### config.mk
export PLATFORM = sky130hd
export DESIGN_NAME = dmx_loader
export DESIGN_NICKNAME = d
export VERILOG_FILES = /design/src/dmx_pkg.sv /design/src/dmx_fifo.sv /design/src/dmx_loader.sv
export SDC_FILE = /design/constraint.sdc
export NUM_CORES = 1
export LEC_CHECK = 0
export ABC_AREA = 1
export BUFFER_PORTS_ARGS = -buffer_cell sky130_fd_sc_hd__buf_2
export CORE_MARGIN = 1
export CORE_UTILIZATION = 25
export DETAILED_ROUTE_END_ITERATION = 6
export PLACE_DENSITY = 0.47
export SLEW_MARGIN = 0
export SYNTH_ARGS = -nofsm -noshare
export SYNTH_HDL_FRONTEND = slang
export SYNTH_SLANG_ARGS = --single-unit
export TNS_END_PERCENT = 10
### constraint.sdc
create_clock -name core_clk_i -period 23.5 [get_ports core_clk_i]
set_input_delay 0 -clock core_clk_i [delete_from_list [all_inputs] [get_ports core_clk_i]]
set_output_delay 0 -clock core_clk_i [all_outputs]
set_load 0.05 [all_outputs]
### src/dmx_pkg.sv
package dmx_pkg;
  // ==========================================================
  // Geometry of one driver
  localparam int unsigned DOTS_PER_IC     = 160;
  localparam int unsigned COLUMNS_PER_IC  = 20;
  localparam int unsigned ROWS            = 8;
  localparam int unsigned CTRL_SHIFT_W    = 8;
  localparam int unsigned CTRL_WORD_W     = 7;

  // ==========================================================
  // Control shift register and control word fields
  localparam int unsigned WORD_SELECT_POS = 7;
  localparam int unsigned PWM_LSB         = 0;
  localparam int unsigned PWM_W           = 4;
  localparam int unsigned PEAK_LSB        = 4;
  localparam int unsigned PEAK_W          = 2;
  localparam int unsigned AWAKE_POS       = 6;
  localparam int unsigned OUT_MODE_POS    = 0;
  localparam int unsigned PRESCALE_POS    = 1;
  localparam logic [6:0]  CTRL_WORD_RST   = 7'h00;
  localparam logic [7:0]  CTRL_SHIFT_RST  = 8'h00;

  // ==========================================================
  // Refresh timing, in display clock cycles; the prescale values count external oscillator cycles
  localparam int unsigned PRESCALE_DIV    = 8;
  localparam int unsigned REFRESH_CYCLES  = 512;
  localparam int unsigned REFRESH_EXT_DIV = PRESCALE_DIV * REFRESH_CYCLES;
  localparam int unsigned ROW_CYCLES      = REFRESH_CYCLES / ROWS;
  localparam int unsigned ROW_ON_CYCLES   = 60;
  localparam logic [2:0]  PRESCALE_LAST   = 3'h7;

  // ==========================================================
  // Core clock and internal oscillator
  localparam int unsigned CORE_PERIOD_PS  = 8000;
  localparam int unsigned CORE_HZ         = 1000000000 / (CORE_PERIOD_PS / 1000);
  localparam int unsigned INT_OSC_HZ_DFLT = 150000;
  localparam int unsigned SYNC_STAGES     = 3;

  // ==========================================================
  // Buffered serial events
  localparam int unsigned EVT_W           = 3;
  localparam int unsigned EVT_BIT_POS     = 0;
  localparam int unsigned EVT_CTRL_POS    = 1;
  localparam int unsigned EVT_LATCH_POS   = 2;
  localparam int unsigned FIFO_DEPTH_DFLT = 32;

  typedef enum logic [1:0] {
    DMX_IDLE     = 2'b00,
    DMX_LOADING  = 2'b01,
    DMX_WAIT_LOW = 2'b10
  } dmx_load_state_t;
endpackage

### src/dmx_fifo.sv
`timescale 1ns/1ps
module dmx_fifo #(
  parameter int unsigned WIDTH = 3,
  parameter int unsigned DEPTH = 32
) (
  input  wire logic             core_clk_i,
  input  wire logic             rst_b_i,
  input  wire logic             in_valid_i,
  output logic                  in_ready_o,
  input  wire logic [WIDTH-1:0] in_data_i,
  output logic                  out_valid_o,
  input  wire logic             out_ready_i,
  output logic      [WIDTH-1:0] out_data_o
);
  localparam int unsigned AW = (DEPTH > 1) ? $clog2(DEPTH) : 1;

  // ==========================================================
  // Parameter check
  generate
    if (DEPTH < 2 || (1 << AW) != DEPTH || WIDTH < 1) begin : g_bad
      $error("dmx_fifo needs a power of two depth of at least 2");
    end
  endgenerate

  // ==========================================================
  // Storage and pointers
  logic [WIDTH-1:0] mem [DEPTH];
  logic [AW:0]      wr_ptr;
  logic [AW:0]      rd_ptr;
  logic             push;
  logic             pop;

  // Extra pointer bit tells full from empty without a counter
  assign in_ready_o  = (wr_ptr ^ rd_ptr) != {1'b1, {AW{1'b0}}};
  assign out_valid_o = wr_ptr != rd_ptr;
  assign out_data_o  = mem[rd_ptr[AW-1:0]];
  assign push        = in_valid_i && in_ready_o;
  assign pop         = out_valid_o && out_ready_i;

  always_ff @(posedge core_clk_i) begin
    if (push) begin
      mem[wr_ptr[AW-1:0]] <= in_data_i;
    end
  end

  always_ff @(posedge core_clk_i or negedge rst_b_i) begin
    if (!rst_b_i) begin
      wr_ptr <= '0;
    end else if (push) begin
      wr_ptr <= wr_ptr + 1'b1;
    end
  end

  always_ff @(posedge core_clk_i or negedge rst_b_i) begin
    if (!rst_b_i) begin
      rd_ptr <= '0;
    end else if (pop) begin
      rd_ptr <= rd_ptr + 1'b1;
    end
  end
endmodule

### src/dmx_loader.sv
`timescale 1ns/1ps
module dmx_loader
  import dmx_pkg::*;
#(
  parameter int unsigned NUM_IC     = 1,
  parameter int unsigned FIFO_DEPTH = FIFO_DEPTH_DFLT,
  parameter int unsigned INT_OSC_HZ = INT_OSC_HZ_DFLT
) (
  input  wire logic                          core_clk_i,
  input  wire logic                          rst_b_i,
  input  wire logic                          register_select_line_i,
  input  wire logic                          chip_enable_b_i,
  input  wire logic                          serial_clk_i,
  input  wire logic                          serial_data_i,
  input  wire logic                          ext_osc_i,
  input  wire logic                          ext_osc_select_i,
  output logic                               serial_data_o,
  output logic [NUM_IC*DOTS_PER_IC-1:0]      dot_latch_o,
  output logic [NUM_IC*COLUMNS_PER_IC-1:0]   column_drive_o,
  output logic [2:0]                         row_select_o,
  output logic                               row_drive_o,
  output logic [PWM_W-1:0]                   pwm_level_o,
  output logic [PEAK_W-1:0]                  peak_current_o,
  output logic                               awake_o,
  output logic                               passthrough_o,
  output logic                               prescale_o,
  output logic                               display_tick_o,
  output logic                               refresh_done_o,
  output logic                               overrun_o
);
  localparam int unsigned DOT_W   = NUM_IC * DOTS_PER_IC;
  localparam int unsigned COL_W   = NUM_IC * COLUMNS_PER_IC;
  localparam int unsigned INT_DIV = CORE_HZ / INT_OSC_HZ;
  localparam int unsigned PIN_N   = 5;

  // ==========================================================
  // Parameter check
  generate
    if (NUM_IC < 1 || NUM_IC > 2 || INT_DIV < 2 || INT_DIV > 4096) begin : g_bad
      $error("dmx_loader supports one or two drivers and a slow internal oscillator");
    end
  endgenerate

  // ==========================================================
  // Pin synchronisers
  logic [PIN_N-1:0] pin_raw;
  logic [PIN_N-1:0] pin_s1;
  logic [PIN_N-1:0] pin_s2;
  logic [PIN_N-1:0] pin_s3;
  logic [PIN_N-1:0] pin_q;
  logic [PIN_N-1:0] pin_prev;
  assign pin_raw = {ext_osc_i, serial_data_i, serial_clk_i, chip_enable_b_i,
                    register_select_line_i};
  // Chip enable idles high, so no stage may show a falling edge at release
  always_ff @(posedge core_clk_i or negedge rst_b_i) begin
    if (!rst_b_i) begin
      pin_s1 <= 5'h02;
      pin_s2 <= 5'h02;
      pin_s3 <= 5'h02;
    end else begin
      pin_s1 <= pin_raw;
      pin_s2 <= pin_s1;
      pin_s3 <= pin_s2;
    end
  end
  always_ff @(posedge core_clk_i or negedge rst_b_i) begin
    if (!rst_b_i) begin
      pin_q    <= 5'h02;
      pin_prev <= 5'h02;
    end else begin
      pin_q    <= (pin_q & ~(pin_s2 ^ pin_s3)) | (pin_s3 & ~(pin_s2 ^ pin_s3));
      pin_prev <= pin_q;
    end
  end
  wire logic rs_q      = pin_q[0];
  wire logic ce_b_q    = pin_q[1];
  wire logic sclk_q    = pin_q[2];
  wire logic din_q     = pin_q[3];
  wire logic osc_q     = pin_q[4];
  wire logic sclk_rise = sclk_q && !pin_prev[2];
  wire logic ce_fall   = !ce_b_q && pin_prev[1];
  wire logic osc_rise  = osc_q && !pin_prev[4];

  // ==========================================================
  // Load sequencing
  dmx_load_state_t load_state;
  dmx_load_state_t next_load_state;
  logic            load_is_ctrl;
  logic            evt_valid;
  logic            evt_ready;
  logic [EVT_W-1:0] evt_data;

  always_comb begin
    next_load_state = load_state;
    case (load_state)
      DMX_IDLE: begin
        if (ce_fall) begin
          next_load_state = DMX_LOADING;
        end
      end
      DMX_LOADING: begin
        if (ce_b_q) begin
          next_load_state = DMX_WAIT_LOW;
        end
      end
      DMX_WAIT_LOW: begin
        if (!ce_b_q) begin
          next_load_state = DMX_LOADING;
        end else if (!sclk_q && evt_ready) begin
          next_load_state = DMX_IDLE;
        end
      end
      default: begin
        next_load_state = DMX_IDLE;
      end
    endcase
  end

  always_ff @(posedge core_clk_i or negedge rst_b_i) begin
    if (!rst_b_i) begin
      load_state <= DMX_IDLE;
    end else begin
      load_state <= next_load_state;
    end
  end

  // Register select is taken at the enable falling edge only
  always_ff @(posedge core_clk_i or negedge rst_b_i) begin
    if (!rst_b_i) begin
      load_is_ctrl <= 1'b0;
    end else if (ce_fall) begin
      load_is_ctrl <= rs_q;
    end
  end

  // Shift events while enabled, one latch event once enable is high and clock low
  always_comb begin
    evt_valid = 1'b0;
    evt_data  = {1'b0, load_is_ctrl, din_q};
    if (!ce_b_q && sclk_rise && load_state != DMX_IDLE) begin
      evt_valid = 1'b1;
    end else if (load_state == DMX_WAIT_LOW && ce_b_q && !sclk_q) begin
      evt_valid = 1'b1;
      evt_data  = {1'b1, load_is_ctrl, 1'b0};
    end
  end

  // Pins cannot be stalled, so a full buffer loses the bit and says so
  always_ff @(posedge core_clk_i or negedge rst_b_i) begin
    if (!rst_b_i) begin
      overrun_o <= 1'b0;
    end else if (evt_valid && !evt_ready) begin
      overrun_o <= 1'b1;
    end else if (ce_fall) begin
      overrun_o <= 1'b0;
    end
  end

  // ==========================================================
  // Event buffer
  logic             buf_valid;
  logic             buf_ready;
  logic [EVT_W-1:0] buf_data;
  logic             commit_hold;

  dmx_fifo #(
    .WIDTH (EVT_W),
    .DEPTH (FIFO_DEPTH)
  ) u_fifo (
    .core_clk_i  (core_clk_i),
    .rst_b_i     (rst_b_i),
    .in_valid_i  (evt_valid),
    .in_ready_o  (evt_ready),
    .in_data_i   (evt_data),
    .out_valid_o (buf_valid),
    .out_ready_i (buf_ready),
    .out_data_o  (buf_data)
  );

  // Drain pauses one cycle after each commit so shifts never race the copy
  assign buf_ready = !commit_hold;
  wire logic pop       = buf_valid && buf_ready;
  wire logic pop_latch = buf_data[EVT_LATCH_POS];
  wire logic pop_ctrl  = buf_data[EVT_CTRL_POS];
  wire logic pop_bit   = buf_data[EVT_BIT_POS];

  always_ff @(posedge core_clk_i or negedge rst_b_i) begin
    if (!rst_b_i) begin
      commit_hold <= 1'b0;
    end else begin
      commit_hold <= pop && pop_latch;
    end
  end

  // ==========================================================
  // Dot shift chain and latches, not reset
  logic [DOT_W-1:0] dot_shift;
  logic [DOT_W-1:0] dot_latch;
  // Driver 2 bit 0 sits at chain position DOTS_PER_IC
  always_ff @(posedge core_clk_i) begin
    if (pop && !pop_latch && !pop_ctrl) begin
      dot_shift <= {dot_shift[DOT_W-2:0], pop_bit};
    end
  end

  always_ff @(posedge core_clk_i) begin
    if (pop && pop_latch && !pop_ctrl) begin
      dot_latch <= dot_shift;
    end
  end
  assign dot_latch_o = dot_latch;

  // ==========================================================
  // Control shift register and words
  logic [CTRL_SHIFT_W-1:0] ctrl_shift;
  logic [CTRL_WORD_W-1:0]  bright_word;
  logic [CTRL_WORD_W-1:0]  mode_word;

  always_ff @(posedge core_clk_i or negedge rst_b_i) begin
    if (!rst_b_i) begin
      ctrl_shift <= CTRL_SHIFT_RST;
    end else if (pop && !pop_latch && pop_ctrl) begin
      ctrl_shift <= {ctrl_shift[CTRL_SHIFT_W-2:0], pop_bit};
    end
  end

  always_ff @(posedge core_clk_i or negedge rst_b_i) begin
    if (!rst_b_i) begin
      bright_word <= CTRL_WORD_RST;
    end else if (pop && pop_latch && pop_ctrl && !ctrl_shift[WORD_SELECT_POS]) begin
      bright_word <= ctrl_shift[CTRL_WORD_W-1:0];
    end
  end

  always_ff @(posedge core_clk_i or negedge rst_b_i) begin
    if (!rst_b_i) begin
      mode_word <= CTRL_WORD_RST;
    end else if (pop && pop_latch && pop_ctrl && ctrl_shift[WORD_SELECT_POS]) begin
      mode_word <= ctrl_shift[CTRL_WORD_W-1:0];
    end
  end

  // Each field drives its own function only
  assign pwm_level_o    = bright_word[PWM_LSB +: PWM_W];
  assign peak_current_o = bright_word[PEAK_LSB +: PEAK_W];
  assign awake_o        = bright_word[AWAKE_POS];
  assign passthrough_o  = mode_word[OUT_MODE_POS];
  assign prescale_o     = mode_word[PRESCALE_POS];

  // ==========================================================
  // Serial output
  always_ff @(posedge core_clk_i or negedge rst_b_i) begin
    if (!rst_b_i) begin
      serial_data_o <= 1'b0;
    end else if (!load_is_ctrl) begin
      serial_data_o <= dot_shift[DOT_W-1];
    end else if (passthrough_o) begin
      serial_data_o <= din_q;
    end else begin
      serial_data_o <= ctrl_shift[CTRL_SHIFT_W-1];
    end
  end

  // ==========================================================
  // Display clock
  logic [12:0] int_cnt;
  logic [2:0]  pre_cnt;
  // Sleep halts the internal oscillator outright
  always_ff @(posedge core_clk_i or negedge rst_b_i) begin
    if (!rst_b_i) begin
      int_cnt <= '0;
    end else if (!awake_o) begin
      int_cnt <= '0;
    end else if (int_cnt == 13'(INT_DIV - 1)) begin
      int_cnt <= '0;
    end else begin
      int_cnt <= int_cnt + 13'h0001;
    end
  end
  wire logic int_tick = awake_o && int_cnt == 13'(INT_DIV - 1);
  always_ff @(posedge core_clk_i or negedge rst_b_i) begin
    if (!rst_b_i) begin
      pre_cnt <= '0;
    end else if (!prescale_o) begin
      pre_cnt <= '0;
    end else if (osc_rise) begin
      pre_cnt <= pre_cnt + 3'h1;
    end
  end
  wire logic ext_tick = osc_rise && (!prescale_o || pre_cnt == PRESCALE_LAST);
  // Prescaler only shapes the external path
  wire logic tick     = ext_osc_select_i ? (ext_tick && awake_o) : int_tick;
  always_ff @(posedge core_clk_i or negedge rst_b_i) begin
    if (!rst_b_i) begin
      display_tick_o <= 1'b0;
    end else begin
      display_tick_o <= tick;
    end
  end

  // ==========================================================
  // Refresh scan
  logic [8:0] scan_cnt;
  always_ff @(posedge core_clk_i or negedge rst_b_i) begin
    if (!rst_b_i) begin
      scan_cnt <= '0;
    end else if (tick) begin
      scan_cnt <= scan_cnt + 9'h001;
    end
  end
  always_ff @(posedge core_clk_i or negedge rst_b_i) begin
    if (!rst_b_i) begin
      refresh_done_o <= 1'b0;
    end else begin
      refresh_done_o <= tick && scan_cnt == 9'(REFRESH_CYCLES - 1);
    end
  end
  wire logic [5:0] row_phase = scan_cnt[5:0];
  assign row_select_o = scan_cnt[8:6];
  // Linear on-time is a stand-in; the real curve is not modelled
  function automatic logic [6:0] lit_limit(input logic [PWM_W-1:0] level);
    logic [6:0] lim;
    lim = {1'b0, level, 2'b00} + 7'h04;
    if (lim > 7'(ROW_ON_CYCLES)) begin
      lim = 7'(ROW_ON_CYCLES);
    end
    return lim;
  endfunction
  // Row 0 holds the unused bottom location and is never lit
  always_ff @(posedge core_clk_i or negedge rst_b_i) begin
    if (!rst_b_i) begin
      row_drive_o <= 1'b0;
    end else begin
      row_drive_o <= awake_o && row_select_o != 3'h0 &&
                     {1'b0, row_phase} < lit_limit(pwm_level_o);
    end
  end
  // Column c uses latch locations c*8 .. c*8+7
  always_ff @(posedge core_clk_i) begin
    for (int c = 0; c < COL_W; c++) begin
      column_drive_o[c] <= awake_o && dot_latch[c*ROWS + int'(row_select_o)];
    end
  end
endmodule

# == Word level (Yosys, flattened, before mapping) ==
# Memory sizes are Yosys's and may differ from the RTL's.
# Cells that the tools add are included.
# classes
add_sub_neg,25
multipliers,0
div_mod_pow,0
magnitude_cmp,22
n_eq_ne,11
shifts,0
mux,61
n_bitwise,6
n_reduce_logical,61
# op_table
cell,count
$bmux W1 S8,19
$lt A8 B9 Y1 const B,8
$add A7 B3 Y8 const A,8
$logic_and A1 B1 Y1,45
$add A8 B3 Y9 const A,4
$lt A7 B9 Y1 const B,4
$lt A9 B9 Y1 const B,4
$mux W1,29
$add A6 B3 Y7 const A,4
$mux W13,2
$lt A6 B9 Y1 const B,2
$add A13 B1 Y13 const B,1
$eq A13 B10 Y1 const B,1
$add A5 B3 Y6 const A,2
$add A6 B1 Y6 const B,2
$mux W3,4
$and A5 B5 Y5,2
$logic_not A1 Y1,10
$add A9 B1 Y9 const B,1
$eq A9 B9 Y1 const B,1
$lt A3 B9 Y1 const B,1
$lt A5 B9 Y1 const B,1
$mux W2,4
$add A6 B3 Y7 const B,1
23 further kinds,26
# word_totals
register_bits,428
latchBits,0
ramBits,96
rom_bits,0
in_bits,8
output_inout_bits,197
elab_cells,211
n_memories,1
# mem_list
memory,depth,word_bits,read_ports,rd_clocked_by_memory_dff,write_ports,line_no,text
u_fifo.mem,32,3,1,0,1,dmx_fifo.sv:27,logic [WIDTH-1:0] mem [DEPTH];

# == Logic depth before layout (Yosys ltp) ==
# depth
depth_word,8
mapped_depth,14
depth_no_buf,12

# == By module ==
# From an unflattened synthesis, not the netlist that was laid out.
# unflattened
hier_cells,1578
area_unflattened_um2,20015.4
# modules_own_cells
mod,instances,cells_each,area_each_um2,seq_area_each_um2
dmx_loader,1,1062,14913.1,11867.6
dmx_fifo,1,516,5102.4,3183.1

# == Worst setup path before layout ==
# OpenSTA, ideal clock, no wires.
# synth_timing
path_kind,register to register
startpoint,reg u_fifo.rd_ptr[0]
endpoint,"reg dot_latch[0] (netlist: dot_latch_o[0]), enable pin"
setup_ns,0.877
arrival_ns,12.105
t_required_ns,22.623
slack_ns,10.519
stages_incl_launch_ff,10
n_path_buf,3
period_less_slack_ns,12.981
path_cell_list,dfrtp_1 > buf_4 > buf_2 > nand2_1 > nand3_1 > a21oi_1 > nand3b_1 > nand2_2 > buf_2 > nor3_1
# synth_via
elab_chain_cells,4
word_cells_on_any_way,6
classes_between,eq/ne (1); reduce/logical (4); memory (1)
# synth_lines
element,line_no,text
start: declaration,dmx_fifo.sv:29,logic [AW:0] rd_ptr;
start signal: assignment,dmx_fifo.sv:58,rd_ptr <= rd_ptr + 1'b1;
branches (longest 3 deep; another with $mem_v2 Z32 W3),--,
$logic_and A1 B1 Y1 *,dmx_loader.sv:207,if (pop && pop_latch && !pop_ctrl) begin
end signal: assignment,dmx_loader.sv:208,dot_latch <= dot_shift;
end: declaration,dmx_loader.sv:198,logic [DOT_W-1:0] dot_latch;
# Mark *: on every way between the ends.
# A chain may end at the register's enable or synchronous reset.

# == Worst setup path after layout ==
# layout_timing
startpoint,reg u_fifo.rd_ptr[0]
endpoint,"reg dot_shift[92], enable pin"
# layout_via
elab_chain_cells,4
word_cells_on_any_way,7
classes_between,eq/ne (1); reduce/logical (5); memory (1)
# layout_lines
element,line_no,text
$mem_v2 Z32 W3 or $ne A6 B6 Y1 (tied branches),--,
$logic_not A1 Y1 or $logic_and A1 B1 Y1 (tied branches),"dmx_loader.sv:201, dmx_loader.sv:182",
$logic_and A1 B1 Y1,dmx_loader.sv:201,if (pop && !pop_latch && !pop_ctrl) begin
$logic_and A1 B1 Y1 *,dmx_loader.sv:201,
end signal: assignment,dmx_loader.sv:202,"dot_shift <= {dot_shift[DOT_W-2:0], pop_bit};"
end: declaration,dmx_loader.sv:197,logic [DOT_W-1:0] dot_shift;
# Every way passes the cells marked *; elsewhere a longest branch is shown, timed or not.

==> impl_metrics.ini <==
[outcome]
status = finished, final reports clean

[routing]
via_count = 11500
route.detailed.drc = 0
wirelength_um = 48300
drtAntennaViolNets = 0
drt_iter0_drc = 879
via_per_inst = 4.26
wire_per_inst_um = 17.9
first_pass_iters = 5

[worst_setup_path]
cp_cell_sequence = buf_4 > inv_2 > nand2_1 > nand3_1 > nand3_1 > nand3_1 > nand3b_1 > nand2_2 > nor2_4 > buf_4 > buf_4
slowest_delay_ps = 910
arrival_ps = 5310
cp_data_required_time_ps = 23750
cpLargestDelayFamily = buffers and inverters
critPathLaunchType = register
cp.buffers_inverters = 4
cp-end-kind = register
cp_max_fo = 76
setup.worst_path.class = reg2reg
slowest_stage = buf_4
reg2reg_setup_slack_ps = 18440

[sta]
timing.final.crit_share_pct = 21.5
clock_skew_ps = 56.7
worst_slew_pin_slew_ps = 1090
period_needed_ps = 5060
finalHoldViolCount = 0
tns_ps = 0
slew_headroom_pct = 27.0
drv_slew = 0
rsz0062_at_grt = false
max_freq_ghz = 0.198
setup_violations = 0

[synthesis]
synth_fp_nets = 1434
synthCells = 1405
synth_cell_types = 45
synth-seq-cells = 522
synth-edff-count = 416
synth_area_leaders = edfxtp_1 64%, dfrtp_1 10%, nor2_1 3.9%, nand2_1 3.4%, o21ai_0 3.2%
async_flop_share_pct = 16.5
seq_area_frac_synth_pct = 77.7
synth_area_um2 = 19400
synth.top_cell.area_share_pct = 64.5
ys_warn_count = 0
avgSynthCellArea_um2 = 13.8
synth_ff_type = edfxtp_1
synth_area_leader_cell = edfxtp_1

[clocking]
worstSkewPairLatency_ps = 630
clockBufferDepth = 3
clock-sinks = 522
cts_resized = 0
clk_pin_slew_ps = 60
cts_tree = yes
cts-root-buf = clkbuf_16
htree_levels = 2
numCtsBuffers = 54

[finish]
diodes = 0
synthToLayoutAreaGrowth_pct = 21.0
layout-drive-gt1-share_pct = 20.7
final_cell_mix = 416 x edfxtp_1, 203 x buf_2, 201 x nor2_1
final_common_cell = edfxtp_1
fin_nets = 1660
n_fill_cell = 7701

[place]
hpwl_um = 30200
portBuffers = 204
routabilityCongestion = 0.815

[power]
power_uw = 3060
power.density_nw_per_um2 = 131
ir_drop_mv = 0.110
p_leak_uw = 0.00770

[floorplanning]
core_area_um2 = 76300
fp.dieW_um = 280
num_io_pins = 205
dieArea_um2 = 78600
start_util_pct = 25.4
rows = 101
die-height_um = 280

[global_routing]
antenna_found_initial = 0
grt_pass1_wl_um = 72500
grt_usage_pct = 12.1
grt_max_degree = 149
first_global_vias = 11600
grt_overflow = 0

[min_path]
hp-class = in2reg

[flow_run]
drv_cap = 0
## repair_timing
| item | in CTS | in global routing |
|---|---|---|
| endpoints found under the hold margin | 93 | 0 |
| buffers inserted | 0 | 0 |
| hold buffers | 9 | 0 |
## area by class of cell
class	count	area, µm²	share of cell area (%)
multi-input cells	744	3740	15.9
inverters	80	300	1.28
well taps	1030	1290	5.50
clock inverters	36	363	1.55
repair buffers	229	1260	5.36
flip-flops and latches	522	15100	64.2
clock buffers	65	1440	6.15
## where the power goes
part	internal (µW)	leakage (µW)	switching (µW)	total (µW)
logic	155	0.00252	677	831
clock network	487	0.000852	371	858
registers	1290	0.00433	84.1	1370
## logic make-up after synthesis
family          count (synthesis)  synth area share, %
buf+inv                       139                 3.12
fa+ha+maj                      21                 1.36
xor+xnor                       24                 1.08
flops                         522                 77.7
compound gates                210                 6.15
simple gates                  489                 10.6
## path summary, 6_finish.rpt
path                                  start             to  cells after the start
max                        u_fifo.rd_ptr[0]  dot_shift[92]                     11
max reg2reg                u_fifo.rd_ptr[0]  dot_shift[92]                     11
max in group asynchronous           rst_b_i    scan_cnt[6]                      4
min                         chip_enable_b_i      pin_s1[1]                      2
min in group asynchronous           rst_b_i       pin_q[0]                      4
min reg2reg                       pin_s1[0]      pin_s2[0]                      0
## Yosys cell counts (20+ instances only)
cell / number
a31oi_1: 21
dfrtp_1: 81
ha_1: 21
o21ai_0: 125
nor2_1: 203
inv_1: 73
o22ai_1: 22
edfxtp_1: 416
clkbuf_1: 30
dfxtp_1: 20
nand3_1: 67
nand2_1: 175
## per-layer routing
metal	GRT usage [%]	up-vias	routed length (µm)
met4	3.54	0	1060
met3	4.30	76	3990
met2	18.8	327	22100
met1	15.8	5712	21200
met5	0	-	0
li1	-	5425	-
## flip-flops by register name, indices dropped and copies added, names as in the netlist, 2 cells and up
signal          count
bright_word         7
column_drive_o     20
ctrl_shift          8
dot_latch_o       160
dot_shift         160
int_cnt            13
load_state          2
mode_word           2
pin_prev            3
pin_q               5
pin_s1              5
pin_s2              5
pin_s3              5
pre_cnt             3
scan_cnt            9
u_fifo.mem         96
u_fifo.rd_ptr       6
u_fifo.wr_ptr       6
## per-stage QoR
step | setup WS, ps | cell area (µm²) | instances | util (%) | hold WS (ps)
after floorplan | 10520 | 19400 | 1405 | - | -296
after global routing | 18000 | 23400 | 2706 | 30.7 | 37.8
after detailed placement | 18340 | 21500 | 2596 | 28.2 | -42.7
after global placement | 18570 | 21500 | 2596 | 28.2 | -44.2
after CTS | 18420 | 23400 | 2706 | 30.7 | 12.0
final | 18440 | 23400 | 2706 | 30.7 | 58.1
Note: power is estimated with default switching activity, not from simulation.
